### src/shared/pll_pd_lock_defs.vh
// Offsets, field positions, reset values and timing constants of the phase path control.
`ifndef PLL_PD_LOCK_DEFS_VH
`define PLL_PD_LOCK_DEFS_VH

// ----------------------------------------------------------------------------
// Register offsets
// ----------------------------------------------------------------------------
`define OFS_REFERENCE_DIVIDE_RATIO  6'h02
`define OFS_FEEDBACK_DIVIDE_RATIO   6'h03
`define OFS_LOCK_DETECT_CONFIG      6'h07
`define OFS_REFERENCE_BUFFER_CONFIG 6'h08
`define OFS_PUMP_CURRENT_CONFIG     6'h09
`define OFS_PHASE_DETECTOR_CONTROL  6'h0B
`define OFS_SYNTH_STATUS            6'h12

// ----------------------------------------------------------------------------
// Field positions
// ----------------------------------------------------------------------------
`define PDC_UP_ENABLE_BIT     5
`define PDC_DOWN_ENABLE_BIT   6
`define PDC_FORCE_HIGH_BIT    9
`define PDC_FORCE_LOW_BIT     10
`define RBC_HIGH_FREQ_BIT     21
`define LDC_THRESHOLD_MSB     2
`define LDC_THRESHOLD_LSB     0
`define LDC_TIMER_DIV_MSB     7
`define LDC_TIMER_DIV_LSB     5
`define LDC_WINDOW_DIGITAL_BIT 6
`define LDC_TIMER_SPEED_MSB   9
`define LDC_TIMER_SPEED_LSB   8
`define LDC_ENABLE_BIT        11
`define STATUS_LOCK_BIT       1
`define REF_DIV_WIDTH         14
`define FB_DIV_WIDTH          19

// ----------------------------------------------------------------------------
// Reset values
// ----------------------------------------------------------------------------
`define RST_REFERENCE_DIVIDE_RATIO  24'h000001
`define RST_FEEDBACK_DIVIDE_RATIO   24'h000014
`define RST_LOCK_DETECT_CONFIG      24'h000000
`define RST_REFERENCE_BUFFER_CONFIG 24'h000000
`define RST_PUMP_CURRENT_CONFIG     24'h000000
`define RST_PHASE_DETECTOR_CONTROL  24'h000060

// ----------------------------------------------------------------------------
// Divider ranges
// ----------------------------------------------------------------------------
`define FB_MIN_INTEGER    19'h00010
`define FB_MAX_INTEGER    19'h7FFFF
`define FB_MIN_FRACTIONAL 19'h00014
`define FB_MAX_FRACTIONAL 19'h7FFFB

// ----------------------------------------------------------------------------
// Timing, windows in tenths of a nanosecond
// ----------------------------------------------------------------------------
`define MCLK_PERIOD_NS      50
`define MCLK_PERIOD_X10     (`MCLK_PERIOD_NS * 10)
`define ANALOG_WINDOW_NS    10
`define ANALOG_WINDOW_X10   (`ANALOG_WINDOW_NS * 10)
`define WIN_ROW_SPEED0      96'h79E3E82121220AA06E050041
`define WIN_ROW_SPEED1      96'h9F65142A81680D2080059046
`define WIN_ROW_SPEED2      96'hAA05642D017C0DC08505C047
`define WIN_ROW_SPEED3      96'hD346B83701D610409A06604C

`endif

### src/rtl/pll_pd_divider_lock_detect.v
// Phase comparator masking, reference and feedback dividers, and windowed lock indicator.
`timescale 1ns/1ps
`include "pll_pd_lock_defs.vh"
module pll_pd_divider_lock_detect (
   input  wire        mclk,
   input  wire        reset_n,
   input  wire        reg_write,
   input  wire        reg_read,
   input  wire [5:0]  reg_addr,
   input  wire [23:0] reg_wdata,
   output reg  [23:0] reg_rdata,
   output reg         reg_rvalid,
   input  wire        fractional_mode,
   input  wire        reference_input_pin,
   input  wire        vco_feedback_pin,
   output reg         charge_pump_up,
   output reg         charge_pump_down,
   output reg         charge_pump_oe,
   output reg         ref_buffer_high_freq,
   output reg         lock_indicator
);

   // -------------------------------------------------------------------------
   // Register file
   // -------------------------------------------------------------------------
   reg [23:0] reference_divide_ratio;
   reg [23:0] feedback_divide_ratio;
   reg [23:0] lock_detect_config;
   reg [23:0] reference_buffer_config;
   reg [23:0] pump_current_config;
   reg [23:0] phase_detector_control;
   reg        locked;

   always @(posedge mclk or negedge reset_n) begin
      if (!reset_n) begin
         reference_divide_ratio  <= `RST_REFERENCE_DIVIDE_RATIO;
         feedback_divide_ratio   <= `RST_FEEDBACK_DIVIDE_RATIO;
         lock_detect_config      <= `RST_LOCK_DETECT_CONFIG;
         reference_buffer_config <= `RST_REFERENCE_BUFFER_CONFIG;
         pump_current_config     <= `RST_PUMP_CURRENT_CONFIG;
         phase_detector_control  <= `RST_PHASE_DETECTOR_CONTROL;
      end else if (reg_write) begin
         case (reg_addr)
            `OFS_REFERENCE_DIVIDE_RATIO: begin
               reference_divide_ratio <= reg_wdata;
            end
            `OFS_FEEDBACK_DIVIDE_RATIO: begin
               feedback_divide_ratio <= reg_wdata;
            end
            `OFS_LOCK_DETECT_CONFIG: begin
               lock_detect_config <= reg_wdata;
            end
            `OFS_REFERENCE_BUFFER_CONFIG: begin
               reference_buffer_config <= reg_wdata;
            end
            `OFS_PUMP_CURRENT_CONFIG: begin
               pump_current_config <= reg_wdata;
            end
            `OFS_PHASE_DETECTOR_CONTROL: begin
               phase_detector_control <= reg_wdata;
            end
            default: begin
            end
         endcase
      end
   end

   // Read data is registered; status is read from the same clock as lock updates.
   always @(posedge mclk or negedge reset_n) begin
      if (!reset_n) begin
         reg_rdata  <= 24'h000000;
         reg_rvalid <= 1'b0;
      end else begin
         reg_rvalid <= reg_read;
         if (reg_read) begin
            case (reg_addr)
               `OFS_REFERENCE_DIVIDE_RATIO: begin
                  reg_rdata <= reference_divide_ratio;
               end
               `OFS_FEEDBACK_DIVIDE_RATIO: begin
                  reg_rdata <= feedback_divide_ratio;
               end
               `OFS_LOCK_DETECT_CONFIG: begin
                  reg_rdata <= lock_detect_config;
               end
               `OFS_REFERENCE_BUFFER_CONFIG: begin
                  reg_rdata <= reference_buffer_config;
               end
               `OFS_PUMP_CURRENT_CONFIG: begin
                  reg_rdata <= pump_current_config;
               end
               `OFS_PHASE_DETECTOR_CONTROL: begin
                  reg_rdata <= phase_detector_control;
               end
               `OFS_SYNTH_STATUS: begin
                  reg_rdata <= {22'h000000, locked, 1'b0};
               end
               default: begin
                  reg_rdata <= 24'h000000;
               end
            endcase
         end
      end
   end

   // -------------------------------------------------------------------------
   // Pin synchronisers and edge detection
   // -------------------------------------------------------------------------
   reg [2:0] ref_sync;
   reg [2:0] vco_sync;

   always @(posedge mclk or negedge reset_n) begin
      if (!reset_n) begin
         ref_sync <= 3'h0;
         vco_sync <= 3'h0;
      end else begin
         ref_sync <= {ref_sync[1:0], reference_input_pin};
         vco_sync <= {vco_sync[1:0], vco_feedback_pin};
      end
   end

   wire ref_rise = ref_sync[1] & ~ref_sync[2];
   wire vco_rise = vco_sync[1] & ~vco_sync[2];

   // -------------------------------------------------------------------------
   // Dividers
   // -------------------------------------------------------------------------
   reg  [`FB_DIV_WIDTH-1:0] fb_ratio;
   wire [`FB_DIV_WIDTH-1:0] fb_req = feedback_divide_ratio[`FB_DIV_WIDTH-1:0];
   wire                     ref_edge;
   wire                     fb_edge;

   // Out-of-range ratios are clamped so the comparison rate stays in the legal span.
   always @* begin
      fb_ratio = fb_req;
      if (fractional_mode) begin
         if (fb_req < `FB_MIN_FRACTIONAL) begin
            fb_ratio = `FB_MIN_FRACTIONAL;
         end else if (fb_req > `FB_MAX_FRACTIONAL) begin
            fb_ratio = `FB_MAX_FRACTIONAL;
         end
      end else if (fb_req < `FB_MIN_INTEGER) begin
         fb_ratio = `FB_MIN_INTEGER;
      end
   end

   pulse_divider #(
      .WIDTH     (`REF_DIV_WIDTH)
   ) ref_divider (
      .mclk      (mclk),
      .reset_n   (reset_n),
      .in_pulse  (ref_rise),
      .ratio     (reference_divide_ratio[`REF_DIV_WIDTH-1:0]),
      .out_pulse (ref_edge)
   );

   pulse_divider #(
      .WIDTH     (`FB_DIV_WIDTH)
   ) fb_divider (
      .mclk      (mclk),
      .reset_n   (reset_n),
      .in_pulse  (vco_rise),
      .ratio     (fb_ratio),
      .out_pulse (fb_edge)
   );

   // -------------------------------------------------------------------------
   // Phase comparator and charge pump drive
   // -------------------------------------------------------------------------
   reg  pfd_up;
   reg  pfd_down;
   wire up_enable  = phase_detector_control[`PDC_UP_ENABLE_BIT];
   wire dn_enable  = phase_detector_control[`PDC_DOWN_ENABLE_BIT];
   wire force_pump_high = phase_detector_control[`PDC_FORCE_HIGH_BIT];
   wire force_pump_low  = phase_detector_control[`PDC_FORCE_LOW_BIT];

   // Three-state comparator: the leading edge raises its request, the second clears both.
   always @(posedge mclk or negedge reset_n) begin
      if (!reset_n) begin
         pfd_up   <= 1'b0;
         pfd_down <= 1'b0;
      end else if ((pfd_up | ref_edge) & (pfd_down | fb_edge)) begin
         pfd_up   <= 1'b0;
         pfd_down <= 1'b0;
      end else begin
         pfd_up   <= pfd_up | ref_edge;
         pfd_down <= pfd_down | fb_edge;
      end
   end

   // Force wins over masking so a test can rail the oscillator with the comparator masked.
   always @(posedge mclk or negedge reset_n) begin
      if (!reset_n) begin
         charge_pump_up       <= 1'b0;
         charge_pump_down     <= 1'b0;
         charge_pump_oe       <= 1'b0;
         ref_buffer_high_freq <= 1'b0;
      end else begin
         charge_pump_up       <= force_pump_high | (pfd_up & up_enable & ~force_pump_low);
         charge_pump_down     <= force_pump_low | (pfd_down & dn_enable & ~force_pump_high);
         charge_pump_oe       <= up_enable | dn_enable | force_pump_high | force_pump_low;
         ref_buffer_high_freq <= reference_buffer_config[`RBC_HIGH_FREQ_BIT];
      end
   end

   // -------------------------------------------------------------------------
   // Lock window length
   // -------------------------------------------------------------------------
   wire [1:0]  timer_speed  = lock_detect_config[`LDC_TIMER_SPEED_MSB:`LDC_TIMER_SPEED_LSB];
   wire [2:0]  timer_divide = lock_detect_config[`LDC_TIMER_DIV_MSB:`LDC_TIMER_DIV_LSB];
   wire        win_digital  = lock_detect_config[`LDC_WINDOW_DIGITAL_BIT];
   wire [2:0]  lock_thresh  = lock_detect_config[`LDC_THRESHOLD_MSB:`LDC_THRESHOLD_LSB];
   wire        detect_enable = lock_detect_config[`LDC_ENABLE_BIT];
   wire [383:0] win_table   = {`WIN_ROW_SPEED3, `WIN_ROW_SPEED2, `WIN_ROW_SPEED1, `WIN_ROW_SPEED0};
   wire [4:0]  win_index    = {timer_speed, timer_divide};
   wire [11:0] digital_x10  = win_table[win_index * 12 +: 12];
   localparam [11:0] ANALOG_X10 = `ANALOG_WINDOW_X10;
   localparam [11:0] PERIOD_X10 = `MCLK_PERIOD_X10;
   wire [11:0] window_x10   = win_digital ? digital_x10 : ANALOG_X10;
   wire [11:0] window_raw   = window_x10 / PERIOD_X10;
   // A window shorter than one clock is widened to one cycle, so edges up to one cycle apart still match.
   wire [3:0]  window_cyc   = (window_raw == 12'h000) ? 4'h1 : window_raw[3:0];

   // -------------------------------------------------------------------------
   // Lock detector
   // -------------------------------------------------------------------------
   reg       pend_ref;
   reg       pend_fb;
   reg [3:0] win_timer;
   reg [3:0] hit_count;
   reg       next_pend_ref;
   reg       next_pend_fb;
   reg [3:0] next_win_timer;
   reg [3:0] next_hit_count;
   reg       next_locked;
   reg       hit;
   reg       miss;

   always @* begin
      next_pend_ref  = pend_ref;
      next_pend_fb   = pend_fb;
      next_win_timer = win_timer;
      hit            = 1'b0;
      miss           = 1'b0;
      if (pend_ref | pend_fb) begin
         if ((pend_ref & fb_edge) | (pend_fb & ref_edge)) begin
            hit           = 1'b1;
            next_pend_ref = 1'b0;
            next_pend_fb  = 1'b0;
         end else if ((pend_ref & ref_edge) | (pend_fb & fb_edge) | (win_timer >= window_cyc)) begin
            miss           = 1'b1;
            next_pend_ref  = pend_ref & ref_edge;
            next_pend_fb   = pend_fb & fb_edge;
            next_win_timer = 4'h1;
         end else begin
            next_win_timer = win_timer + 4'h1;
         end
      end else if (ref_edge & fb_edge) begin
         hit = 1'b1;
      end else if (ref_edge | fb_edge) begin
         next_pend_ref  = ref_edge;
         next_pend_fb   = fb_edge;
         next_win_timer = 4'h1;
      end
      next_hit_count = hit_count;
      next_locked    = locked;
      if (miss) begin
         next_hit_count = 4'h0;
         next_locked    = 1'b0;
      end else if (hit) begin
         if (hit_count != 4'h8) begin
            next_hit_count = hit_count + 4'h1;
         end
         next_locked = (next_hit_count >= {1'b0, lock_thresh});
      end
   end

   always @(posedge mclk or negedge reset_n) begin
      if (!reset_n) begin
         pend_ref       <= 1'b0;
         pend_fb        <= 1'b0;
         win_timer      <= 4'h0;
         hit_count      <= 4'h0;
         locked         <= 1'b0;
         lock_indicator <= 1'b0;
      end else if (!detect_enable) begin
         pend_ref       <= 1'b0;
         pend_fb        <= 1'b0;
         win_timer      <= 4'h0;
         hit_count      <= 4'h0;
         locked         <= 1'b0;
         lock_indicator <= 1'b0;
      end else begin
         pend_ref       <= next_pend_ref;
         pend_fb        <= next_pend_fb;
         win_timer      <= next_win_timer;
         hit_count      <= next_hit_count;
         locked         <= next_locked;
         lock_indicator <= next_locked;
      end
   end

endmodule

### src/rtl/pulse_divider.v
// Edge counter that emits one pulse per programmed number of input pulses.
`timescale 1ns/1ps
module pulse_divider #(
   parameter WIDTH = 14
) (
   input  wire             mclk,
   input  wire             reset_n,
   input  wire             in_pulse,
   input  wire [WIDTH-1:0] ratio,
   output reg              out_pulse
);
   reg [WIDTH-1:0] count;
   wire [WIDTH-1:0] last = (ratio == {WIDTH{1'b0}}) ? {WIDTH{1'b0}} : ratio - {{(WIDTH-1){1'b0}}, 1'b1};

   // A ratio of zero behaves as one, so the divider never stalls.
   always @(posedge mclk or negedge reset_n) begin
      if (!reset_n) begin
         count     <= {WIDTH{1'b0}};
         out_pulse <= 1'b0;
      end else begin
         out_pulse <= 1'b0;
         if (in_pulse) begin
            if (count >= last) begin
               count     <= {WIDTH{1'b0}};
               out_pulse <= 1'b1;
            end else begin
               count <= count + {{(WIDTH-1){1'b0}}, 1'b1};
            end
         end
      end
   end
endmodule

### config.mk
export PLATFORM = sky130hd
export DESIGN_NAME = pll_pd_divider_lock_detect
export DESIGN_NICKNAME = d
export VERILOG_FILES = /design/src/rtl/pll_pd_divider_lock_detect.v /design/src/rtl/pulse_divider.v
export VERILOG_INCLUDE_DIRS = /design/src /design/src/shared
export SDC_FILE = /design/constraint.sdc
export NUM_CORES = 1
export LEC_CHECK = 0
export ABC_AREA = 0
export BUFFER_PORTS_ARGS = -buffer_cell sky130_fd_sc_hd__buf_2
export CORE_ASPECT_RATIO = 1.25
export CORE_MARGIN = 4
export CORE_UTILIZATION = 30
export CTS_CLUSTER_SIZE = 30
export DETAILED_ROUTE_END_ITERATION = 10
export PLACE_DENSITY_LB_ADDON = 0.2
export SETUP_SLACK_MARGIN = 0.1
export SYNTH_ARGS = -nofsm -noshare
export SYNTH_HDL_FRONTEND = slang
export SYNTH_SLANG_ARGS = --single-unit
### constraint.sdc
create_clock -name mclk -period 5.6 [get_ports mclk]
set_input_delay 1.12 -clock mclk [delete_from_list [all_inputs] [get_ports mclk]]
set_output_delay 1.12 -clock mclk [all_outputs]
set_load 0.01 [all_outputs]
# Word-level counts from Yosys, hierarchy flattened
# Cells that the tools add are included.
[totals]
inputBits = 37
regBits = 227
out_inout_bits = 30
elab_cells = 143
[op_classes]
reduce_logical = 11
magnitude_cmp = 7
multipliers = 1
n_mux = 50
n_eq_ne = 13
bitwise_logic = 28
n_addsub = 6
n_shift = 1
n_div = 1
[op_table]
columns = ["operator", "n"]
rows = [
  ["$shiftx A384 B10 Y12 const A", 1],
  ["$pmux W24 S7", 1],
  ["$mux W19", 6],
  ["$mux W4", 13],
  ["$lt A19 B5 Y1 const B", 2],
  ["$mux W14", 2],
  ["$mux W1", 27],
  ["$add A19 B1 Y19 const B", 1],
  ["$ge A19 B19 Y1", 1],
  ["$gt A19 B19 Y1 const B", 1],
  ["$logic_not A19 Y1", 1],
  ["$sub A19 B1 Y19 const B", 1],
  ["$eq A6 B4 Y1 const B", 3],
  ["$add A14 B1 Y14 const B", 1],
  ["$ge A14 B14 Y1", 1],
  ["$logic_not A14 Y1", 1],
  ["$sub A14 B1 Y14 const B", 1],
  ["$and A1 B1 Y1", 12],
  ["$div A12 B9 Y12 const B", 1],
  ["$eq A6 B2 Y1 const B", 2],
  ["$logic_not A12 Y1", 1],
  ["$mux W12", 1],
  ["$or A1 B1 Y1", 12],
  ["$reduce_and A2 Y1", 6],
  ["12 further kinds", 19],
]

# Depth between registers and ports, before layout
[depth]
ltp_word = 16
depth_mapped = 22
ltp_nobuf = 21

# By module
# From an unflattened synthesis, not the netlist that was laid out.
[unflattened]
cells_unflattened = 1158
hier_area_um2 = 12733.5
[modules_own_cells]
columns = ["module", "n_inst", "cells_per_inst", "area_each_um2"]
rows = [
  ["pll_pd_divider_lock_detect", 1, 797, 9693.0],
  ["pulse_divider at fb_divider", 1, 211, 1764.2],
  ["pulse_divider at ref_divider", 1, 150, 1276.2],
]

# Worst setup path after synthesis
# OpenSTA, ideal clock, no wires.
[synth_path]
path_kind = "flip-flop to flip-flop"
from = "register feedback_divide_ratio[7]"
to = "register fb_divider.count[10]"
arrival_time_ns = 4.731
path_slack_ns = 0.738
setup_time_ns = 0.132
path_buffers = 3
path_stages_with_launch = 23
synth_period_minus_slack_ns = 4.862
path_cell_list = "dfrtp_1 -> buf_6 -> or4_4 -> nor4_4 -> nand4b_2 -> a21o_2 -> a21oi_1 -> ha_1 -> nand2_2 -> or4_4 -> nor4_2 -> nor3b_2 -> xnor2_1 -> ha_1 -> nand4_1 -> nor4_1 -> o2111ai_1 -> o211ai_1 -> a41o_1 -> and2_1 -> clkbuf_1 -> clkbuf_1 -> nor2_1"
[synth_between]
elab_chain_cells = 8
word_cells_on_any_way = 12
cone_classes = "1 x add/sub; 4 x order compare; 6 x mux; 1 x reduce/logical"
[synth_rtl]
columns = ["element", "line", "text"]
rows = [
  ["start: declaration", "pll_pd_divider_lock_detect.v:27", "reg [23:0] feedback_divide_ratio;"],
  ["start signal: assignment", "pll_pd_divider_lock_detect.v:37", "feedback_divide_ratio <= `RST_FEEDBACK_DIVIDE_RATIO;"],
  ["start signal: assignment", "pll_pd_divider_lock_detect.v:48", "feedback_divide_ratio <= reg_wdata;"],
  ["$gt A19 B19 Y1 (no source line)", "-", ""],
  ["$mux W19", "pll_pd_divider_lock_detect.v:139", "end else if (fb_req > `FB_MAX_FRACTIONAL) begin"],
  ["$mux W19", "pll_pd_divider_lock_detect.v:137", "if (fb_req < `FB_MIN_FRACTIONAL) begin"],
  ["$mux W19 *", "pll_pd_divider_lock_detect.v:136", "if (fractional_mode) begin"],
  ["$sub A19 B1 Y19 or $logic_not A19 Y1 (tied branches)", "pulse_divider.v:13", "wire [WIDTH-1:0] last = (ratio == {WIDTH{1'b0}}) ? {WIDTH{1'b0}} : ratio - {{(WIDTH-1){1'b0}}, 1'b1};"],
  ["$mux W19 *", "pulse_divider.v:13", ""],
  ["$ge A19 B19 Y1 *", "pulse_divider.v:23", "if (count >= last) begin"],
  ["$mux W19 *", "pulse_divider.v:23", ""],
  ["end signal: assignment", "pulse_divider.v:18", "count <= {WIDTH{1'b0}};"],
  ["end signal: assignment", "pulse_divider.v:24", "count <= {WIDTH{1'b0}};"],
  ["end signal: assignment", "pulse_divider.v:27", "count <= count + {{(WIDTH-1){1'b0}}, 1'b1};"],
  ["end: declaration", "pulse_divider.v:12", "reg [WIDTH-1:0] count;"],
]
# Every way passes the cells marked *; elsewhere a longest branch is shown, timed or not.
# A chain may end at the register's enable or synchronous reset.

# Worst setup path after layout
[layout_path]
from = "register lock_detect_config[8]"
to = "register locked"
[layout_between]
elab_chain_cells = 13
word_cells_on_any_way = 14
cone_classes = "1 x mul; 1 x div; 1 x order compare; 1 x eq/ne; 1 x shift; 7 x mux; 1 x bitwise; 1 x reduce/logical"
[layout_rtl]
columns = ["element", "line", "text"]
rows = [
  ["start: declaration", "pll_pd_divider_lock_detect.v:28", "reg [23:0] lock_detect_config;"],
  ["start signal: assignment", "pll_pd_divider_lock_detect.v:38", "lock_detect_config <= `RST_LOCK_DETECT_CONFIG;"],
  ["start signal: assignment", "pll_pd_divider_lock_detect.v:51", "lock_detect_config <= reg_wdata;"],
  ["$mul A5 B2 Y7 *", "pll_pd_divider_lock_detect.v:216", "wire [11:0] digital_x10 = win_table[win_index * 12 +: 12];"],
  ["$shiftx A384 B10 Y12 *", "pll_pd_divider_lock_detect.v:216", ""],
  ["$mux W12 *", "pll_pd_divider_lock_detect.v:219", "wire [11:0] window_x10 = win_digital ? digital_x10 : ANALOG_X10;"],
  ["$div A12 B9 Y12 *", "pll_pd_divider_lock_detect.v:220", "wire [11:0] window_raw = window_x10 / PERIOD_X10;"],
  ["$logic_not A12 Y1", "pll_pd_divider_lock_detect.v:222", "wire [3:0] window_cyc = (window_raw == 12'h000) ? 4'h1 : window_raw[3:0];"],
  ["$mux W4 *", "pll_pd_divider_lock_detect.v:222", ""],
  ["$ge A4 B4 Y1 *", "pll_pd_divider_lock_detect.v:250", "end else if ((pend_ref & ref_edge) | (pend_fb & fb_edge) | (win_timer >= window_cyc)) begin"],
  ["$or A1 B1 Y1 *", "pll_pd_divider_lock_detect.v:250", ""],
  ["$mux W1 *", "pll_pd_divider_lock_detect.v:250", ""],
  ["$mux W1 *", "pll_pd_divider_lock_detect.v:246", "if ((pend_ref & fb_edge) | (pend_fb & ref_edge)) begin"],
  ["$mux W1 *", "pll_pd_divider_lock_detect.v:245", "if (pend_ref | pend_fb) begin"],
  ["$mux W1", "pll_pd_divider_lock_detect.v:267", "if (miss) begin"],
  ["$mux W1", "pll_pd_divider_lock_detect.v:286", "end else if (!detect_enable) begin"],
  ["end signal: assignment", "pll_pd_divider_lock_detect.v:298", "locked <= next_locked;"],
  ["end: declaration", "pll_pd_divider_lock_detect.v:32", "reg locked;"],
]
# Marked as above.

==> summary.txt <==
Reg clk slew, reported paths: 60 ps
VDD IR max: 0.000179 V
Die area: 44000 µm²
Root Buffer: clkbuf_16
Setup violation total in the final timing report: 0
CTS tree: built
Placer Congestion: 0.826
Largest area contributor in the netlist: dfrtp_1
Setup crit end: locked
CTS Sinks: 227
Post-layout util: 0.352
Global-route wire length before repair: 51800 µm
Total core area: 40100 µm²
Setup TNS Final: 0 ps
Syn nets: 1239
Cell area after synthesis: 12200 µm²
Fin crit period: 4970 ps
Clk buf depth: 3
Highest clock rate: 201 MHz
Initial Util: 0.304
Net count, final: 1304
Post-DRT Antenna Nets: 0
Clock latency at the later pin of the worst-skew pair: 550 ps
Die X: 188 µm
TritonRoute pass-1 iters: 4
Hold-fix buffers, CTS: 0
Synth top area share: 0.455
Ys Warns: 0
Arrival time worst endpoint: 5420 ps
Initial antenna violation count: 5
CP startpoint: lock_detect_config[8]
Status: complete, no violations
Number of max-cap violations: 0
Share of layout cells above drive strength 1: 0.248
Area occupied by multi-input gates: 6230 µm²
Worst Skew: 17.3 ps
Worst-Margin Slew: 954 ps
Drt drc: 0
Max transition margin: 0.364
Req. time, crit path: 6050 ps
Vias in the first global route: 9202
ANT cells: 0
Global Route Usage Sum: 0.145
Ys flop type: dfrtp_1
Fill count: 4057
PD cells: 345 nW/µm²
Worst Path Max Fanout: 31
Post-Route WL: 31400 µm
Number of CTS-inserted buffers: 27
Port-buffer cells: 66
Ys async rst share: 1.00
Leakage power: 6.42 nW
Wire per inst: 17.7 µm
Vias per cell: 5.01
Final Hold Fails: 0
Top cells by area, synth: dfrtp_1, mux2_2, ha_1
Register area: 5690 µm²
Launch point of the worst reg-to-reg path: lock_detect_config[8]
Register area share after synthesis: 0.466
Pin count of the biggest net entering global routing: 115
EDFF count, synth: 0
I/O Pins: 67
Gr ovfl total: 0
R2R cell count: 18
Area growth syn-to-layout: 15.6%
Hold crit path type: register to register
Flop2flop setup slack: 630 ps
Routed vias: 8921
FP Rows: 82
Crit path launch type: register
Crit Path Category: register to register
Synth Instances: 1147
H-Tree Depth: 1
Synthesized flop and latch total: 227
Final cycle utilization of the critical path: 0.887
Post-Syn Area per Cell: 10.6 µm²
DRT iter0 DRCs: 382
Worst setup EP type: register
Slew Viols, Final: 0
Detailed placement HPWL: 22000 µm
Distinct cells, synth: 72
RSZ-0062 raised after global routing: false
Die Y: 233 µm
Reg-to-Reg End: locked
[cell usage after synthesis (all sizes together), types with 13 or more instances]
cell,number
a21o,14
a21oi,23
a221oi,24
a31oi,28
clkbuf,44
dfrtp,222
ha,55
inv,24
mux2,145
mux2i,30
nand2,112
nand2b,19
nand3,26
nand4,13
nor2,98
nor3,19
o21ai,57
xnor2,28
xor2,25
[metrics by stage]
stage                     hold WS [ps]  setup WS [ps]  power [mW]  cell area [µm²]  instances
after floorplan                    331            738        2.82            12200       1147
after global placement             334            599        3.14            13200       1729
after detailed placement           345            441        3.15            13200       1729
after CTS                          356            449        4.97            14100       1779
after global routing               367            134        5.20            14100       1779
final                              351            631        4.87            14100       1779
[routing by layer]
| layer | vias up | track usage | wire [µm] |
|---|---|---|---|
| met2 | 136 | 0.254 | 15500 |
| met1 | 4447 | 0.188 | 14000 |
| li1 | 4280 | - | - |
| met4 | 6 | 0.0383 | 664 |
| met5 | - | 0 | 34 |
| met3 | 52 | 0.0235 | 1170 |
[critical path, cell delays in order, from the launching register on]
cell,delay [ps]
dfrtp_1,890
a21oi_1,210
nor3_1,320
o211a_1,340
a21oi_1,90
or2_2,350
inv_2,110
mux2_2,340
nand3_1,130
nand3_1,110
a211oi_1,240
o221ai_1,140
ha_1,280
nand2b_1,140
a21o_1,170
a21o_1,160
a21oi_1,290
o21ai_0,310
a311oi_1,270
[cells in the final DEF, fill, tap and decap left out, types with 19 or more instances in the layout]
cell and n:
dfrtp_1 221, mux2_2 145, nand2_1 111, nor2_1 95
buf_2 65, o21ai_0 57, ha_1 55, mux2i_1 30
xnor2_1 28, a31oi_1 28, clkbuf_16 27, nand3_1 26
xor2_1 25, a221oi_1 24, inv_1 23, a21oi_1 23
buf_4 21, nand2b_1 19
[worst min path at each step]
stage / start / to / slack (ps) / depth (start not counted)
2_1_floorplan: ref_sync[0] / ref_sync[1] / 330 / 0
3_3_place_gp: ref_sync[0] / ref_sync[1] / 330 / 0
3_5_place_dp: ref_sync[0] / ref_sync[1] / 340 / 0
4_1_cts: ref_sync[0] / ref_sync[1] / 360 / 0
5_1_grt: ref_sync[0] / ref_sync[1] / 370 / 0
6_report: ref_sync[0] / ref_sync[1] / 350 / 0
[final cells by class]
| type | count | area share |
|---|---|---|
| inverters | 24 | 0.00639 |
| multi-input cells | 845 | 0.442 |
| clock buffers | 44 | 0.0588 |
| clock inverters | 6 | 0.00550 |
| well taps | 546 | 0.0484 |
| flip-flops and latches | 227 | 0.403 |
| repair buffers | 87 | 0.0353 |
[kinds of logic (layout without fill, tap and decap cells)]
group / Yosys count / in the layout / synth area share
DFF: 227 / 227 / 0.466
muxes: 175 / 175 / 0.158
xor gates and xnor gates: 53 / 53 / 0.0381
adders and majority gates: 55 / 55 / 0.0564
AOI/OAI and AO/OA: 202 / 202 / 0.112
and+or+nand+nor: 360 / 360 / 0.145
buffers and inverters: 75 / 161 / 0.0242
[flip-flops by register name, summed over array words and instances (netlist names), 3 cells and up]
name and flops:
fb_divider.count 19, lock_detect_config 24, reg_rdata 24, pump_current_config 24
phase_detector_control 24, vco_sync 3, reference_buffer_config 24, feedback_divide_ratio 24
win_timer 4, ref_divider.count 14, hit_count 4, ref_sync 3
reference_divide_ratio 24
[power by group]
group | switching [mW] | leakage, nW | internal [mW] | total, mW
registers | 0.236 | 2.98 | 1.86 | 2.10
logic | 0.511 | 3.01 | 0.495 | 1.01
clock network | 0.705 | 0.435 | 1.06 | 1.76
total | 1.45 | 6.42 | 3.42 | 4.87
[repair_timing]
| item | in CTS | in global routing |
|---|---|---|
| setup endpoints to repair | 0 | 8 |
| resized for setup | 0 | 2 |
| buffers inserted | 0 | 0 |
(Power assumes the default switching activity.)
